## src/hw/chg_seq_pkg.sv

```systemverilog
/*
  constants, states and carrier types for the charger enable sequencer.
  assumes a single 40 MHz clock; shared by the sequencer, its hold-off timer and the bench.
*/
package chg_seq_pkg;

  // ----------------------------------------------------------------
  // clock and hold-off timing
  // ----------------------------------------------------------------
  localparam int CLK_PERIOD_PS = 25000;     // 40 MHz clock
  localparam int PERMIT_HOLDOFF_US = 100;   // restart block after permit drops
  localparam int DETACH_HOLDOFF_US = 100;   // restart block after detach
  localparam int HOLDOFF_W = 12;            // hold-off counter width
  // least times: round up to whole cycles
  localparam logic [HOLDOFF_W-1:0] PERMIT_HOLDOFF_CYC =
    HOLDOFF_W'((PERMIT_HOLDOFF_US * 1000000 + CLK_PERIOD_PS - 1) / CLK_PERIOD_PS);
  localparam logic [HOLDOFF_W-1:0] DETACH_HOLDOFF_CYC =
    HOLDOFF_W'((DETACH_HOLDOFF_US * 1000000 + CLK_PERIOD_PS - 1) / CLK_PERIOD_PS);

  // ----------------------------------------------------------------
  // register map (word index on the avalon address)
  // ----------------------------------------------------------------
  localparam int ADDR_W = 2;
  localparam logic [ADDR_W-1:0] REG_CTRL = 2'h0;    // byte offset 0x0
  localparam logic [ADDR_W-1:0] REG_STATUS = 2'h1;  // byte offset 0x4
  localparam int CTRL_SETUP_DONE = 0;               // setup-done bit
  localparam int CTRL_SOFT_EN = 1;                  // converter_soft_enable_bit
  localparam int CTRL_BYPASS = 2;                   // typec_bypass_bit
  localparam logic CTRL_SETUP_DONE_RST = 1'h0;
  localparam logic CTRL_SOFT_EN_RST = 1'h0;
  localparam logic CTRL_BYPASS_RST = 1'h0;
  localparam int SYNC_STAGES = 3;                   // pin synchroniser depth

  // ----------------------------------------------------------------
  // sequencer states and charge levels
  // ----------------------------------------------------------------
  typedef enum logic [1:0] {
    ST_OFF = 2'b00,       // system enable low or rail under threshold
    ST_UNCONFIG = 2'b01,  // alive, waiting for setup-done
    ST_IDLE = 2'b10,      // configured, waiting for attach/permit/hold-off
    ST_RUN = 2'b11        // converter and gate drive on
  } seq_state_t;

  typedef enum logic [2:0] {
    LVL_USB2 = 3'h0,      // default 500 mA
    LVL_USB3 = 3'h1,      // default 900 mA
    LVL_BC12 = 3'h2,      // battery-charging detection, up to 1.5 A
    LVL_C1P5 = 3'h3,      // type-c 1.5 A advertisement
    LVL_C3A = 3'h4        // type-c 3 A advertisement
  } charge_level_t;

  // status word carried to the read mux
  typedef struct packed {
    charge_level_t level; // bits 10:8
    logic [0:0] spare;    // bit 7, reads zero
    logic regulator_on;   // bit 6
    logic holdoff_busy;   // bit 5
    logic unconfigured;   // bit 4
    logic attached;       // bit 3
    logic fet_on;         // bit 2
    logic converter_run;  // bit 1
    logic permit;         // bit 0
  } status_t;

endpackage : chg_seq_pkg

```

## src/hw/pin_sync3.sv

```systemverilog
/*
  three-stage synchroniser for a group of asynchronous pin levels.
  assumes each bit is an independent level; a change is accepted once the
  second and third stages agree.
*/
`timescale 1ns/1ps
module pin_sync3 #(
  parameter int WIDTH = 1
) (
  input wire logic clock_i,
  input wire logic resetn_i,
  input wire logic [WIDTH-1:0] pin_i,
  output logic [WIDTH-1:0] level_o
);

  logic [WIDTH-1:0] s1_r;  // metastability stage, read only by s2_r
  logic [WIDTH-1:0] s2_r;
  logic [WIDTH-1:0] s3_r;

  // ----------------------------------------------------------------
  // shift chain
  // ----------------------------------------------------------------
  always_ff @(posedge clock_i) begin
    if (!resetn_i) begin
      s1_r <= '0;
      s2_r <= '0;
      s3_r <= '0;
    end else begin
      s1_r <= pin_i;
      s2_r <= s1_r;
      s3_r <= s2_r;
    end
  end

  // accept a bit only when the two settled stages agree
  always_ff @(posedge clock_i) begin
    if (!resetn_i) begin
      level_o <= '0;
    end else begin
      for (int i = 0; i < WIDTH; i++) begin
        if (s2_r[i] == s3_r[i]) begin
          level_o[i] <= s3_r[i];
        end
      end
    end
  end

endmodule : pin_sync3

```

## src/hw/holdoff_timer.sv

```systemverilog
/*
  restart hold-off timer: loads a cycle count on a trigger and reports busy
  until it has counted down. assumes the trigger is a same-clock pulse.
*/
`timescale 1ns/1ps
module holdoff_timer (
  input wire logic clock_i,
  input wire logic resetn_i,
  input wire logic fire_i,
  input wire logic [chg_seq_pkg::HOLDOFF_W-1:0] count_i,
  output logic busy_o
);

  logic [chg_seq_pkg::HOLDOFF_W-1:0] cnt_r;  // cycles left

  // ----------------------------------------------------------------
  // countdown; a new trigger restarts the full wait
  // ----------------------------------------------------------------
  always_ff @(posedge clock_i) begin
    if (!resetn_i) begin
      cnt_r <= '0;
    end else if (fire_i) begin
      cnt_r <= count_i;
    end else if (cnt_r != '0) begin
      cnt_r <= cnt_r - 1'b1;
    end
  end

  assign busy_o = (cnt_r != '0);

endmodule : holdoff_timer

```

## src/hw/charger_enable_sequencer.sv

```systemverilog
/*
  enable and power-up gating of a type-c charging port: decides when the
  internal regulator, the step-down converter and the external fet gate
  drive may run. assumes asynchronous pins, same-clock capability inputs
  from the type-c and charger-detect logic, and an avalon-mm master.
*/
// Notes on behaviour
// - system enable low means low-power standby
// - any system reset raises unconfigured interrupt in the serial variant; resistor variant int_n is the attach flag
// - converter waits for setup-done then attach
// - permit is pin AND software enable
// - resistor variant forces software enable high
// - pin low overrides software enable command
// - no attach means fet and converter off
// - bypass bit skips type-c attach machine
// - rail undervoltage keeps control logic disabled
// - regulator follows system enable and supply
// - charge level priority: 3A, 1.5A, BC, default
// - legacy adapter termination counts as attach
// - pin low at enable keeps converter off
// - detach or permit drop starts hold-off
`timescale 1ns/1ps
module charger_enable_sequencer (
  input wire logic clock_i,
  input wire logic resetn_i,
  // pins and analog comparators, asynchronous
  input wire logic system_enable_pin_i,
  input wire logic converter_enable_pin_i,
  input wire logic supply_above_uv_i,
  input wire logic rail_above_uv_i,
  input wire logic cc_sink_detect_i,
  input wire logic variant_serial_i,
  // capability inputs, same clock
  input wire logic adv_3a_i,
  input wire logic adv_1p5_i,
  input wire logic bc_detect_i,
  input wire logic usb3_i,
  // avalon-mm slave
  input wire logic [chg_seq_pkg::ADDR_W-1:0] avs_address_i,
  input wire logic avs_read_i,
  input wire logic avs_write_i,
  input wire logic [31:0] avs_writedata_i,
  output logic [31:0] avs_readdata_o,
  output logic avs_waitrequest_o,
  // controls and status
  output logic regulator_on_o,
  output logic standby_o,
  output logic converter_permit_o,
  output logic converter_run_o,
  output logic ext_fet_gate_drive_o,
  output logic int_n_o,
  output chg_seq_pkg::charge_level_t charge_level_o
);

  // ----------------------------------------------------------------
  // pin synchronisers
  // ----------------------------------------------------------------
  logic [5:0] pins_s;  // settled pin levels
  logic en_s;          // system enable
  logic cen_s;         // converter enable pin
  logic supply_s;      // main supply above threshold
  logic rail_s;        // internal rail above threshold
  logic attach_s;      // sink termination seen on cc
  logic strap_s;       // serial variant strap

  pin_sync3 #(
    .WIDTH(6)
  ) u_sync (
    .clock_i(clock_i),
    .resetn_i(resetn_i),
    .pin_i({variant_serial_i, cc_sink_detect_i, rail_above_uv_i,
            supply_above_uv_i, converter_enable_pin_i, system_enable_pin_i}),
    .level_o(pins_s)
  );

  assign en_s = pins_s[0];
  assign cen_s = pins_s[1];
  assign supply_s = pins_s[2];
  assign rail_s = pins_s[3];
  assign attach_s = pins_s[4];
  assign strap_s = pins_s[5];

  // ----------------------------------------------------------------
  // system alive and regulator
  // ----------------------------------------------------------------
  logic alive_r;   // control logic may act
  logic serial_r;  // variant caught while held in system reset

  // the rail is only trusted once enable and its own comparator agree
  always_ff @(posedge clock_i) begin
    if (!resetn_i) begin
      alive_r <= 1'b0;
    end else begin
      alive_r <= en_s & rail_s;
    end
  end

  // strap is re-caught during every system reset, never under resetn
  always_ff @(posedge clock_i) begin
    if (!resetn_i) begin
      serial_r <= 1'b0;
    end else if (!alive_r) begin
      serial_r <= strap_s;
    end
  end

  // regulator and standby indication
  always_ff @(posedge clock_i) begin
    if (!resetn_i) begin
      regulator_on_o <= 1'b0;
      standby_o <= 1'b1;
    end else begin
      regulator_on_o <= en_s & supply_s;
      standby_o <= ~alive_r;
    end
  end

  // ----------------------------------------------------------------
  // avalon slave: one wait state on every access
  // ----------------------------------------------------------------
  logic wait_r;      // drives waitrequest
  logic req;         // read or write pending
  logic wr_take;     // write commits this edge
  logic setup_done_r;
  logic soft_en_r;
  logic bypass_r;
  logic unconfig_r;
  chg_seq_pkg::status_t status;

  assign req = avs_read_i | avs_write_i;
  assign wr_take = avs_write_i & ~wait_r;
  assign avs_waitrequest_o = wait_r;

  // drop waitrequest one cycle after a request, raise it right after
  always_ff @(posedge clock_i) begin
    if (!resetn_i) begin
      wait_r <= 1'b1;
    end else if (req && wait_r) begin
      wait_r <= 1'b0;
    end else begin
      wait_r <= 1'b1;
    end
  end

  // read data settle in the cycle waitrequest is low
  always_ff @(posedge clock_i) begin
    if (!resetn_i) begin
      avs_readdata_o <= 32'h0;
    end else if (avs_read_i && wait_r) begin
      case (avs_address_i)
        chg_seq_pkg::REG_CTRL: begin
          avs_readdata_o <= {29'h0, bypass_r, soft_en_r, setup_done_r};
        end
        chg_seq_pkg::REG_STATUS: begin
          avs_readdata_o <= {21'h0, status};
        end
        default: begin
          avs_readdata_o <= 32'h0;  // unmapped reads zero
        end
      endcase
    end
  end

  // control bits; any system reset wipes the configuration
  always_ff @(posedge clock_i) begin
    if (!resetn_i || !alive_r) begin
      setup_done_r <= chg_seq_pkg::CTRL_SETUP_DONE_RST;
      soft_en_r <= chg_seq_pkg::CTRL_SOFT_EN_RST;
      bypass_r <= chg_seq_pkg::CTRL_BYPASS_RST;
    end else if (wr_take && avs_address_i == chg_seq_pkg::REG_CTRL) begin
      setup_done_r <= avs_writedata_i[chg_seq_pkg::CTRL_SETUP_DONE];
      soft_en_r <= avs_writedata_i[chg_seq_pkg::CTRL_SOFT_EN];
      bypass_r <= avs_writedata_i[chg_seq_pkg::CTRL_BYPASS];
    end
  end

  // unconfigured flag: system reset sets it and wins over the clear
  always_ff @(posedge clock_i) begin
    if (!resetn_i || !alive_r) begin
      unconfig_r <= 1'b1;
    end else if (wr_take && avs_address_i == chg_seq_pkg::REG_CTRL &&
                 avs_writedata_i[chg_seq_pkg::CTRL_SETUP_DONE]) begin
      unconfig_r <= 1'b0;
    end
  end

  // ----------------------------------------------------------------
  // permit and attach terms
  // ----------------------------------------------------------------
  logic setup_ok;     // configuration complete
  logic soft_term;    // software half of the permit
  logic pin_armed_r;  // pin seen high since system enable
  logic permit_r;     // converter permit
  logic attach_eff;   // attach as the sequencer sees it

  // the resistor variant has no software path, so it needs no setup write
  assign setup_ok = serial_r ? setup_done_r : 1'b1;
  assign soft_term = serial_r ? soft_en_r : 1'b1;
  // bypass is reachable only through the serial registers
  assign attach_eff = (serial_r && bypass_r) ? 1'b1 : attach_s;

  // pin low at enable keeps the arm cleared until the pin goes high
  always_ff @(posedge clock_i) begin
    if (!resetn_i || !alive_r) begin
      pin_armed_r <= 1'b0;
    end else if (cen_s) begin
      pin_armed_r <= 1'b1;
    end
  end

  // pin low overrides any software command in either variant
  always_ff @(posedge clock_i) begin
    if (!resetn_i) begin
      permit_r <= 1'b0;
    end else begin
      permit_r <= alive_r & pin_armed_r & cen_s & soft_term;
    end
  end

  // ----------------------------------------------------------------
  // restart hold-off timers
  // ----------------------------------------------------------------
  logic attach_prev_r;
  logic permit_prev_r;
  logic det_fire;
  logic perm_fire;
  logic det_busy;
  logic perm_busy;

  always_ff @(posedge clock_i) begin
    if (!resetn_i) begin
      attach_prev_r <= 1'b0;
      permit_prev_r <= 1'b0;
    end else begin
      attach_prev_r <= attach_eff;
      permit_prev_r <= permit_r;
    end
  end

  assign det_fire = attach_prev_r & ~attach_eff;
  assign perm_fire = permit_prev_r & ~permit_r;

  holdoff_timer u_det_hold (
    .clock_i(clock_i),
    .resetn_i(resetn_i),
    .fire_i(det_fire),
    .count_i(chg_seq_pkg::DETACH_HOLDOFF_CYC),
    .busy_o(det_busy)
  );

  holdoff_timer u_perm_hold (
    .clock_i(clock_i),
    .resetn_i(resetn_i),
    .fire_i(perm_fire),
    .count_i(chg_seq_pkg::PERMIT_HOLDOFF_CYC),
    .busy_o(perm_busy)
  );

  // ----------------------------------------------------------------
  // sequencer
  // ----------------------------------------------------------------
  chg_seq_pkg::seq_state_t state_r;
  chg_seq_pkg::seq_state_t state_nxt;
  logic go;  // setup, permit and attach all met

  assign go = setup_ok & permit_r & attach_eff;

  // next state; losing alive always returns to off
  always_comb begin
    state_nxt = state_r;
    if (!alive_r) begin
      state_nxt = chg_seq_pkg::ST_OFF;
    end else begin
      case (state_r)
        chg_seq_pkg::ST_OFF: begin
          state_nxt = setup_ok ? chg_seq_pkg::ST_IDLE : chg_seq_pkg::ST_UNCONFIG;
        end
        chg_seq_pkg::ST_UNCONFIG: begin
          if (setup_ok) begin
            state_nxt = chg_seq_pkg::ST_IDLE;
          end
        end
        chg_seq_pkg::ST_IDLE: begin
          if (go && !det_busy && !perm_busy) begin
            state_nxt = chg_seq_pkg::ST_RUN;
          end
        end
        chg_seq_pkg::ST_RUN: begin
          if (!go) begin
            state_nxt = chg_seq_pkg::ST_IDLE;
          end
        end
        default: begin
          state_nxt = chg_seq_pkg::ST_OFF;
        end
      endcase
    end
  end

  always_ff @(posedge clock_i) begin
    if (!resetn_i) begin
      state_r <= chg_seq_pkg::ST_OFF;
    end else begin
      state_r <= state_nxt;
    end
  end

  // ----------------------------------------------------------------
  // outputs
  // ----------------------------------------------------------------
  // gate drive isolates the bulk capacitance whenever vbus is not sourced
  always_ff @(posedge clock_i) begin
    if (!resetn_i) begin
      converter_run_o <= 1'b0;
      ext_fet_gate_drive_o <= 1'b0;
      converter_permit_o <= 1'b0;
    end else begin
      converter_run_o <= (state_nxt == chg_seq_pkg::ST_RUN);
      ext_fet_gate_drive_o <= (state_nxt == chg_seq_pkg::ST_RUN);
      converter_permit_o <= permit_r;
    end
  end

  // serial variant: interrupt; resistor variant: active-low attach flag
  always_ff @(posedge clock_i) begin
    if (!resetn_i) begin
      int_n_o <= 1'b1;
    end else begin
      int_n_o <= serial_r ? ~unconfig_r : ~attach_eff;
    end
  end

  // capability resolved by fixed priority while sourcing
  always_ff @(posedge clock_i) begin
    if (!resetn_i || state_nxt != chg_seq_pkg::ST_RUN) begin
      charge_level_o <= chg_seq_pkg::LVL_USB2;
    end else if (adv_3a_i) begin
      charge_level_o <= chg_seq_pkg::LVL_C3A;
    end else if (adv_1p5_i) begin
      charge_level_o <= chg_seq_pkg::LVL_C1P5;
    end else if (bc_detect_i) begin
      charge_level_o <= chg_seq_pkg::LVL_BC12;
    end else begin
      charge_level_o <= usb3_i ? chg_seq_pkg::LVL_USB3 : chg_seq_pkg::LVL_USB2;
    end
  end

  // status word for software
  always_comb begin
    status = '0;
    status.level = charge_level_o;
    status.regulator_on = regulator_on_o;
    status.holdoff_busy = det_busy | perm_busy;
    status.unconfigured = unconfig_r;
    status.attached = attach_eff;
    status.fet_on = ext_fet_gate_drive_o;
    status.converter_run = converter_run_o;
    status.permit = permit_r;
  end
endmodule : charger_enable_sequencer

```

## config.mk

```make
export PLATFORM = sky130hd
export DESIGN_NAME = charger_enable_sequencer
export DESIGN_NICKNAME = d
export VERILOG_FILES = /design/src/hw/chg_seq_pkg.sv /design/src/hw/pin_sync3.sv /design/src/hw/holdoff_timer.sv /design/src/hw/charger_enable_sequencer.sv
export SDC_FILE = /design/constraint.sdc
export NUM_CORES = 1
export LEC_CHECK = 0
export ABC_AREA = 1
export BUFFER_PORTS_ARGS = -buffer_cell sky130_fd_sc_hd__clkbuf_2
export CORE_MARGIN = 8
export CORE_UTILIZATION = 40
export CTS_CLUSTER_SIZE = 24
export DETAILED_ROUTE_END_ITERATION = 12
export PLACE_DENSITY = 0.64
export SYNTH_ARGS = -nofsm -noshare
export SYNTH_HDL_FRONTEND = slang
export SYNTH_SLANG_ARGS = --single-unit
export TNS_END_PERCENT = 20
```

## constraint.sdc

```tcl
create_clock -name clock_i -period 1.19 [get_ports clock_i]
set_input_delay 0.119 -clock clock_i [delete_from_list [all_inputs] [get_ports clock_i]]
set_output_delay 0.119 -clock clock_i [all_outputs]
set_load 0.01 [all_outputs]
```

Word-level counts from Yosys, hierarchy flattened
Cells that the tools add are included.
Widths: inputs -> output; s select.
{ "word_totals": {"ff_bits": 100, "latchBits": 0, "n_memories": 0, "elab_cells": 106, "mem_bits_ro": 0, "out_inout_bits": 42, "inputBits": 48, "mem_bits_rw": 0} }
{ "classes": {"shift": 0, "bitwise": 18, "order_cmp": 0, "n_mux": 20, "add_sub_neg": 2, "div_mod_pow": 0, "multipliers": 0, "n_eq_ne": 12, "n_reduce_logical": 22} }
{ "ops": {"columns": ["cell", "n"], "rows": [
  ["$mux 12", 4],
  ["$reduce_bool 12->1", 2],
  ["$sub 12x1->12 const B", 2],
  ["$pmux 11 s2", 1],
  ["$mux 2", 7],
  ["$and 1x1->1", 10],
  ["$pmux 2 s4", 1],
  ["$logic_and 1x1->1", 7],
  ["$eq 1x1->1", 6],
  ["$eq 2x2->1 const B", 3],
  ["$mux 1", 6],
  ["$not 1->1", 6],
  ["$reduce_or 2->1", 3],
  ["$eq 2x1->1 const B", 2],
  ["$logic_not 1->1", 4],
  ["$logic_not 2->1", 2],
  ["$reduce_bool 2->1", 2],
  ["$mux 3", 1],
  ["$logic_or 1x1->1", 2],
  ["$ne 2x2->1 const B", 1],
  ["$or 1x1->1", 2]
]} }

Logic depth before layout (Yosys ltp)
{ "logic_depth": {"ltp_word": 11, "depth_mapped": 10, "mapped_depth_nobuf": 10} }

By module
A second synthesis with hierarchy kept.
{ "unflattened": {"hier_cells": 492, "hier_area_um2": 3599.7} }
{ "modules_own_cells": {"columns": ["mod", "seq_area_each_um2", "instances", "area_each_um2", "cells_each"], "rows": [
  ["holdoff_timer", 240.2, 2, 798.3, 123],
  ["charger_enable_sequencer", 600.6, 1, 1273.7, 166],
  ["pin_sync3", 480.5, 1, 729.4, 80]
]} }

Worst setup path before layout
OpenSTA, ideal clock, no wires.
{ "synth_path": {"path_type": "register to register", "startpoint": "reg u_det_hold.cnt_r[0] in the netlist's numbering", "endpoint": "reg state_r[0]", "setup_time_ns": 0.066, "slack_ns": -0.068, "t_required_ns": 1.124, "path_stages_with_launch": 9, "path_buffers": 0, "period_less_slack_ns": 1.258, "t_arrival_ns": 1.192, "cell_sequence": "dfxtp_1 > inv_1 > ha_1 > nand3_2 > nor2_4 > nand2_2 > nand2_2 > nand2_2 > a21oi_2"} }
{ "synth_between": {"elab_chain_cells": 7} }
{ "synth_lines": {"columns": ["element", "line", "rtl"], "rows": [
  ["from (decl)", "holdoff_timer.sv:14", "logic [chg_seq_pkg::HOLDOFF_W-1:0] cnt_r;"],
  ["from (signal assigned)", "holdoff_timer.sv:23", "cnt_r <= count_i;"],
  ["from (signal assigned)", "holdoff_timer.sv:25", "cnt_r <= cnt_r - 1'b1;"],
  ["$reduce_bool 12->1", "holdoff_timer.sv:29", "assign busy_o = (cnt_r != '0);"],
  ["$logic_not 1->1", "charger_enable_sequencer.sv:284", "if (go && !det_busy && !perm_busy) begin"],
  ["$logic_and 1x1->1 (2 in series)", "charger_enable_sequencer.sv:284", null],
  ["$mux 2", "charger_enable_sequencer.sv:284", null],
  ["$pmux 2 s4", "charger_enable_sequencer.sv:274", "case (state_r)"],
  ["$mux 2", "charger_enable_sequencer.sv:271", "if (!alive_r) begin"],
  ["to (signal assigned)", "charger_enable_sequencer.sv:302", "state_r <= chg_seq_pkg::ST_OFF;"],
  ["to (signal assigned)", "charger_enable_sequencer.sv:304", "state_r <= state_nxt;"],
  ["to (decl)", "charger_enable_sequencer.sv:262", "chg_seq_pkg::seq_state_t state_r;"]
]} }
Every way passes these cells.
A chain may end at the register's enable or synchronous reset.

Worst setup path in the final report
{ "layout_path": {"startpoint": "reg u_perm_hold.cnt_r[0] in the netlist's numbering", "endpoint": "reg state_r[0]"} }
{ "layout_between": {"elab_chain_cells": 6} }
{ "layout_lines": {"columns": ["element", "line"], "rows": [
  ["from (decl)", "holdoff_timer.sv:14"],
  ["from (signal assigned)", "holdoff_timer.sv:23"],
  ["from (signal assigned)", "holdoff_timer.sv:25"],
  ["$reduce_bool 12->1", "holdoff_timer.sv:29"],
  ["$logic_not 1->1", "charger_enable_sequencer.sv:284"],
  ["$logic_and 1x1->1", "charger_enable_sequencer.sv:284"],
  ["$mux 2", "charger_enable_sequencer.sv:284"],
  ["$pmux 2 s4", "charger_enable_sequencer.sv:274"],
  ["$mux 2", "charger_enable_sequencer.sv:271"]
]} }
Every way passes these cells.

==> flow_results.xml <==
<?xml version="1.0" encoding="UTF-8"?>
<metrics>
  <group name="yosys">
    <metric name="yosysUniqueCellTypes" unit="">35</metric>
    <metric name="synth_warnings" unit="">0</metric>
    <metric name="post_synth_mux_area_share" unit="%">0</metric>
    <metric name="yosys.area_share.simple" unit="%">24.87</metric>
    <metric name="post_synth_xor_area_fraction" unit="%">0.5331</metric>
    <metric name="syn-mean-instance-area" unit="um^2">7.606</metric>
    <metric name="share_of_synthesized_flip_flops_with_an_asynchronous_set_or_reset" unit="%">0</metric>
    <metric name="synthCells" unit="">432</metric>
    <metric name="yosysSeqAreaShare" unit="%">47.52</metric>
    <metric name="ys.flop_type" unit="">sky130_fd_sc_hd__dfxtp_1</metric>
    <metric name="synth_seq_cells" unit="">78</metric>
    <metric name="largest_family_of_logic_cells_by_synthesized_area" unit="">simple AND/OR/NAND/NOR gates</metric>
    <metric name="synth_area" unit="um^2">3286</metric>
    <metric name="yosys.area_share.adder" unit="%">1.523</metric>
    <metric name="post_synth_edffs" unit="">0</metric>
    <metric name="synth_compound_gate_area_share" unit="%">11.61</metric>
  </group>
  <group name="critical_path">
    <metric name="timing.critical_path.slowest_stage_cell" unit="">sky130_fd_sc_hd__dfxtp_2</metric>
    <metric name="worst_setup_path_start_kind" unit="">flop</metric>
    <metric name="crit_path_frequent_cell" unit="">sky130_fd_sc_hd__nand2_2</metric>
    <metric name="critPathTopFamily" unit="">simple AND/OR/NAND/NOR gates</metric>
    <metric name="reg_to_reg_setup_timing_slack" unit="ns">-0.07</metric>
    <metric name="critical_path_class" unit="">flop to flop</metric>
    <metric name="endpoint_kind" unit="">flop</metric>
    <metric name="crit_chain" unit="">inv_2 &gt; ha_4 &gt; inv_2 &gt; nor2_4 &gt; nand2_2 &gt; nor2_4 &gt; nand2_2 &gt; nand2_4 &gt; nand2_2 &gt; a21oi_2</metric>
    <metric name="r2r-end" unit="">state_r[0]</metric>
    <metric name="timing.reg2reg.worst_path_depth" unit="">10</metric>
    <metric name="required" unit="ns">1.48</metric>
    <metric name="crit_path_max_fanout" unit="">3</metric>
    <metric name="cp_num_buf_inv" unit="">2</metric>
    <metric name="worst-endpoint-arrival" unit="ns">1.55</metric>
    <metric name="critical_path.max_stage_delay" unit="ns">0.33</metric>
    <metric name="timing.rr.start" unit="">u_perm_hold.cnt_r[0]</metric>
  </group>
  <group name="layout">
    <metric name="layout.cells.non_filler" unit="">637</metric>
    <metric name="final_cell_mix" unit="">sky130_fd_sc_hd__nand2_1 (80), sky130_fd_sc_hd__dfxtp_1 (74), sky130_fd_sc_hd__inv_1 (54)</metric>
    <metric name="final_common_cell" unit="">sky130_fd_sc_hd__nand2_1</metric>
    <metric name="area_delta_synth_final" unit="%">29.51</metric>
    <metric name="design.final.nets" unit="">579</metric>
    <metric name="antenna-diode-count" unit="">0</metric>
    <metric name="drive_gt1_share" unit="%">30.26</metric>
  </group>
  <group name="global_route">
    <metric name="grt.met3_usage" unit="%">4.799</metric>
    <metric name="grt_first_pass_wirelength" unit="um">12660</metric>
    <metric name="initial_antenna_violation_count" unit="">0</metric>
    <metric name="gr-usage-met1" unit="%">14.43</metric>
    <metric name="grt.total_usage" unit="%">13.46</metric>
    <metric name="grt_util_met2" unit="%">24.02</metric>
    <metric name="grt_pass1_vias" unit="">2905</metric>
    <metric name="globalRouteOverflowTotal" unit="">0</metric>
    <metric name="largest_net_degree_at_the_start_of_global_routing" unit="">29</metric>
    <metric name="routing_layer_with_the_top_usage_in_global_route" unit="">met2</metric>
  </group>
  <group name="outcome">
    <metric name="status" unit="">finished with violations</metric>
    <metric name="violations_in_the_final_reports" unit="">setup timing</metric>
  </group>
  <group name="floorplanning">
    <metric name="design.core.area" unit="um^2">8093</metric>
    <metric name="floorplan.die.width" unit="um">106.6</metric>
    <metric name="dieHeight" unit="um">106.6</metric>
    <metric name="start_util" unit="%">40.60</metric>
    <metric name="design.portCount" unit="">90</metric>
    <metric name="num_rows" unit="">33</metric>
    <metric name="design.die.area" unit="um^2">11370</metric>
  </group>
  <group name="worst_hold_path">
    <metric name="worstHoldPathType" unit="">input pin to flop</metric>
    <metric name="min_to" unit="">charge_level_o[0]</metric>
    <metric name="worst_hold_path.num_cells" unit="">3</metric>
    <metric name="worst_hold_startpoint" unit="">usb3_i</metric>
  </group>
  <group name="pwr">
    <metric name="power_per_cell_area" unit="nW/um^2">2334</metric>
    <metric name="leakage" unit="nW">2.076</metric>
    <metric name="fin_total_pwr" unit="mW">9.931</metric>
    <metric name="power.ir.vdd_worst" unit="V">0.001097</metric>
  </group>
  <group name="route">
    <metric name="drt_wl_total" unit="um">7239</metric>
    <metric name="routed_wire_length_per_instance" unit="um">11.36</metric>
    <metric name="detailroute.via_count" unit="">2884</metric>
    <metric name="drc" unit="">0</metric>
    <metric name="post_drt_via_cell_ratio" unit="">4.527</metric>
    <metric name="detail_route.iter0.violations" unit="">110</metric>
    <metric name="drtPass1Iterations" unit="">4</metric>
    <metric name="route.antenna.remaining_nets" unit="">0</metric>
  </group>
  <group name="sta">
    <metric name="setup-tns-final" unit="ns">-0.6377</metric>
    <metric name="slew_viol_final" unit="">0</metric>
    <metric name="setup_viol" unit="">25</metric>
    <metric name="finalCritPeriodShare" unit="%">105.8</metric>
    <metric name="hold_viol" unit="">0</metric>
    <metric name="finalWorstSetupSlack" unit="ns">-0.06940</metric>
    <metric name="finalCriticalPeriod" unit="ns">1.259</metric>
    <metric name="fin_worst_skew" unit="ns">0.008143</metric>
    <metric name="achievable-frequency" unit="MHz">794.0</metric>
    <metric name="unrepaired_setup_endpoints_after_global_routing" unit="">true</metric>
  </group>
  <group name="clocking">
    <metric name="clkLatencyLatePin" unit="ns">0.35</metric>
    <metric name="clk_pin_slew_worst_paths" unit="ns">0.08</metric>
    <metric name="cts.htree.levels" unit="">3</metric>
    <metric name="tritoncts_clock_tree" unit="">yes</metric>
    <metric name="cts_root_buffer_type" unit="">sky130_fd_sc_hd__clkbuf_8</metric>
    <metric name="cts.sinks" unit="">78</metric>
    <metric name="cts_made_buffers" unit="">9</metric>
    <metric name="max-clock-path-buffers" unit="">2</metric>
  </group>
  <group name="place">
    <metric name="gpl_wtd_cong" unit="">0.8447</metric>
    <metric name="hpwlAfterDp" unit="um">5469</metric>
    <metric name="place.detailed.instances" unit="">609</metric>
    <metric name="placement.io_buffers" unit="">38</metric>
    <metric name="pre_cts_slack" unit="ns">-0.1496</metric>
  </group>
  <group name="job">
    <metric name="max_cap_violations" unit="">0</metric>
  </group>
</metrics>
-- cell usage after synthesis (3+ instances only) --
cell type                  count  share of area (%)
sky130_fd_sc_hd__inv_2         6               0.69
sky130_fd_sc_hd__a21oi_1      36                5.5
sky130_fd_sc_hd__nand2_1      86                9.8
sky130_fd_sc_hd__nand4_1       5               0.95
sky130_fd_sc_hd__o21bai_1      3               0.69
sky130_fd_sc_hd__buf_2         3               0.46
sky130_fd_sc_hd__nor2_1       49                5.6
sky130_fd_sc_hd__dfxtp_1      78                 48
sky130_fd_sc_hd__o21ai_0      13                2.0
sky130_fd_sc_hd__ha_1          4                1.5
sky130_fd_sc_hd__nand3b_1      3               0.69
sky130_fd_sc_hd__nor3_1        3               0.46
sky130_fd_sc_hd__nand3_1      23                3.5
sky130_fd_sc_hd__a21o_1        3               0.69
sky130_fd_sc_hd__nor2_2        4               0.76
sky130_fd_sc_hd__nand2_2       4               0.76
sky130_fd_sc_hd__buf_4        23                5.3
sky130_fd_sc_hd__inv_1        63                7.2
-- what timing repair did --
item / CTS / global route
pin swaps: 10 / 9
hold buffers: 10 / 0
resized for setup: 19 / 32
setup buffers: 2 / 0
hold endpoints to repair: 9 / 0
endpoints found under the setup margin: 29 / 37
-- how the worst max path moves through the flow --
| stage | start | to | slack (ns) | cells after the start |
|---|---|---|---|---|
| after floorplan | u_perm_hold.cnt_r[0] | u_perm_hold.cnt_r[0] | -0.02 | 9 |
| after global placement | u_perm_hold.cnt_r[0] | u_perm_hold.cnt_r[0] | -0.09 | 9 |
| after detailed placement | u_perm_hold.cnt_r[1] | charge_level_o[0] | -0.15 | 10 |
| after CTS | u_perm_hold.cnt_r[1] | charge_level_o[0] | -0.13 | 10 |
| after global routing | u_det_hold.cnt_r[1] | charge_level_o[1] | -0.18 | 8 |
| final | u_perm_hold.cnt_r[0] | state_r[0] | -0.07 | 10 |
-- routing by layer --
metal  wire [um]  vias up
met5           0        -
met4         114        0
met3         454       13
met2        3684       55
met1        2987     1307
li1            -     1509
-- layout make-up --
type | count | area (um^2)
Inverter | 69 | 259.0
Multi-Input combinational cell | 278 | 1474
Tap cell | 105 | 131.4
Clock inverter | 6 | 68.82
Timing Repair Buffer | 91 | 628.1
Fill cell | 798 | 3837
Sequential cell | 78 | 1567
Clock buffer | 10 | 127.6
-- tightest hold or removal path: stages --
cell,delay (ns)
sky130_fd_sc_hd__clkbuf_2,0.07
sky130_fd_sc_hd__a21oi_1,0.07
sky130_fd_sc_hd__nor2_2,0.09
-- sequential cells by signal, summed over array words and instances (netlist names), 2 cells and up --
name and count:
state_r 2, u_sync.s1_r 6, u_sync.level_o 6, u_perm_hold.cnt_r 12, u_det_hold.cnt_r 12, avs_readdata_o 10, charge_level_o 3, u_sync.s3_r 6
u_sync.s2_r 6
-- logic make-up (layout without fill, tap and decap cells) --
group,count (synthesis),after routing
adder cells (fa/ha/maj),4,4
AO/OA/AOI/OAI,66,66
AND/OR/NAND/NOR,184,184
XOR/XNOR,2,2
buffers and inverters,97,176
flip-flops,78,78
other,1,22
-- through the flow --
step | hold WS, ns | util (%) | cell area (um^2)
floorplan | 0.2166 | - | 3364
global placement | 0.2996 | 47.09 | 3811
detailed placement | 0.3025 | 47.09 | 3811
CTS | 0.006399 | 51.62 | 4178
global route | 0.03737 | 52.58 | 4255
finish | 0.03747 | 52.58 | 4255
-- power breakdown --
group,internal [mW],switching [mW],total (mW)
registers,3.02,0.305,3.33
clock network,0.984,0.992,1.98
logic,2.16,2.47,4.63
total,6.17,3.76,9.93
Power figures use the tool's default switching activity.
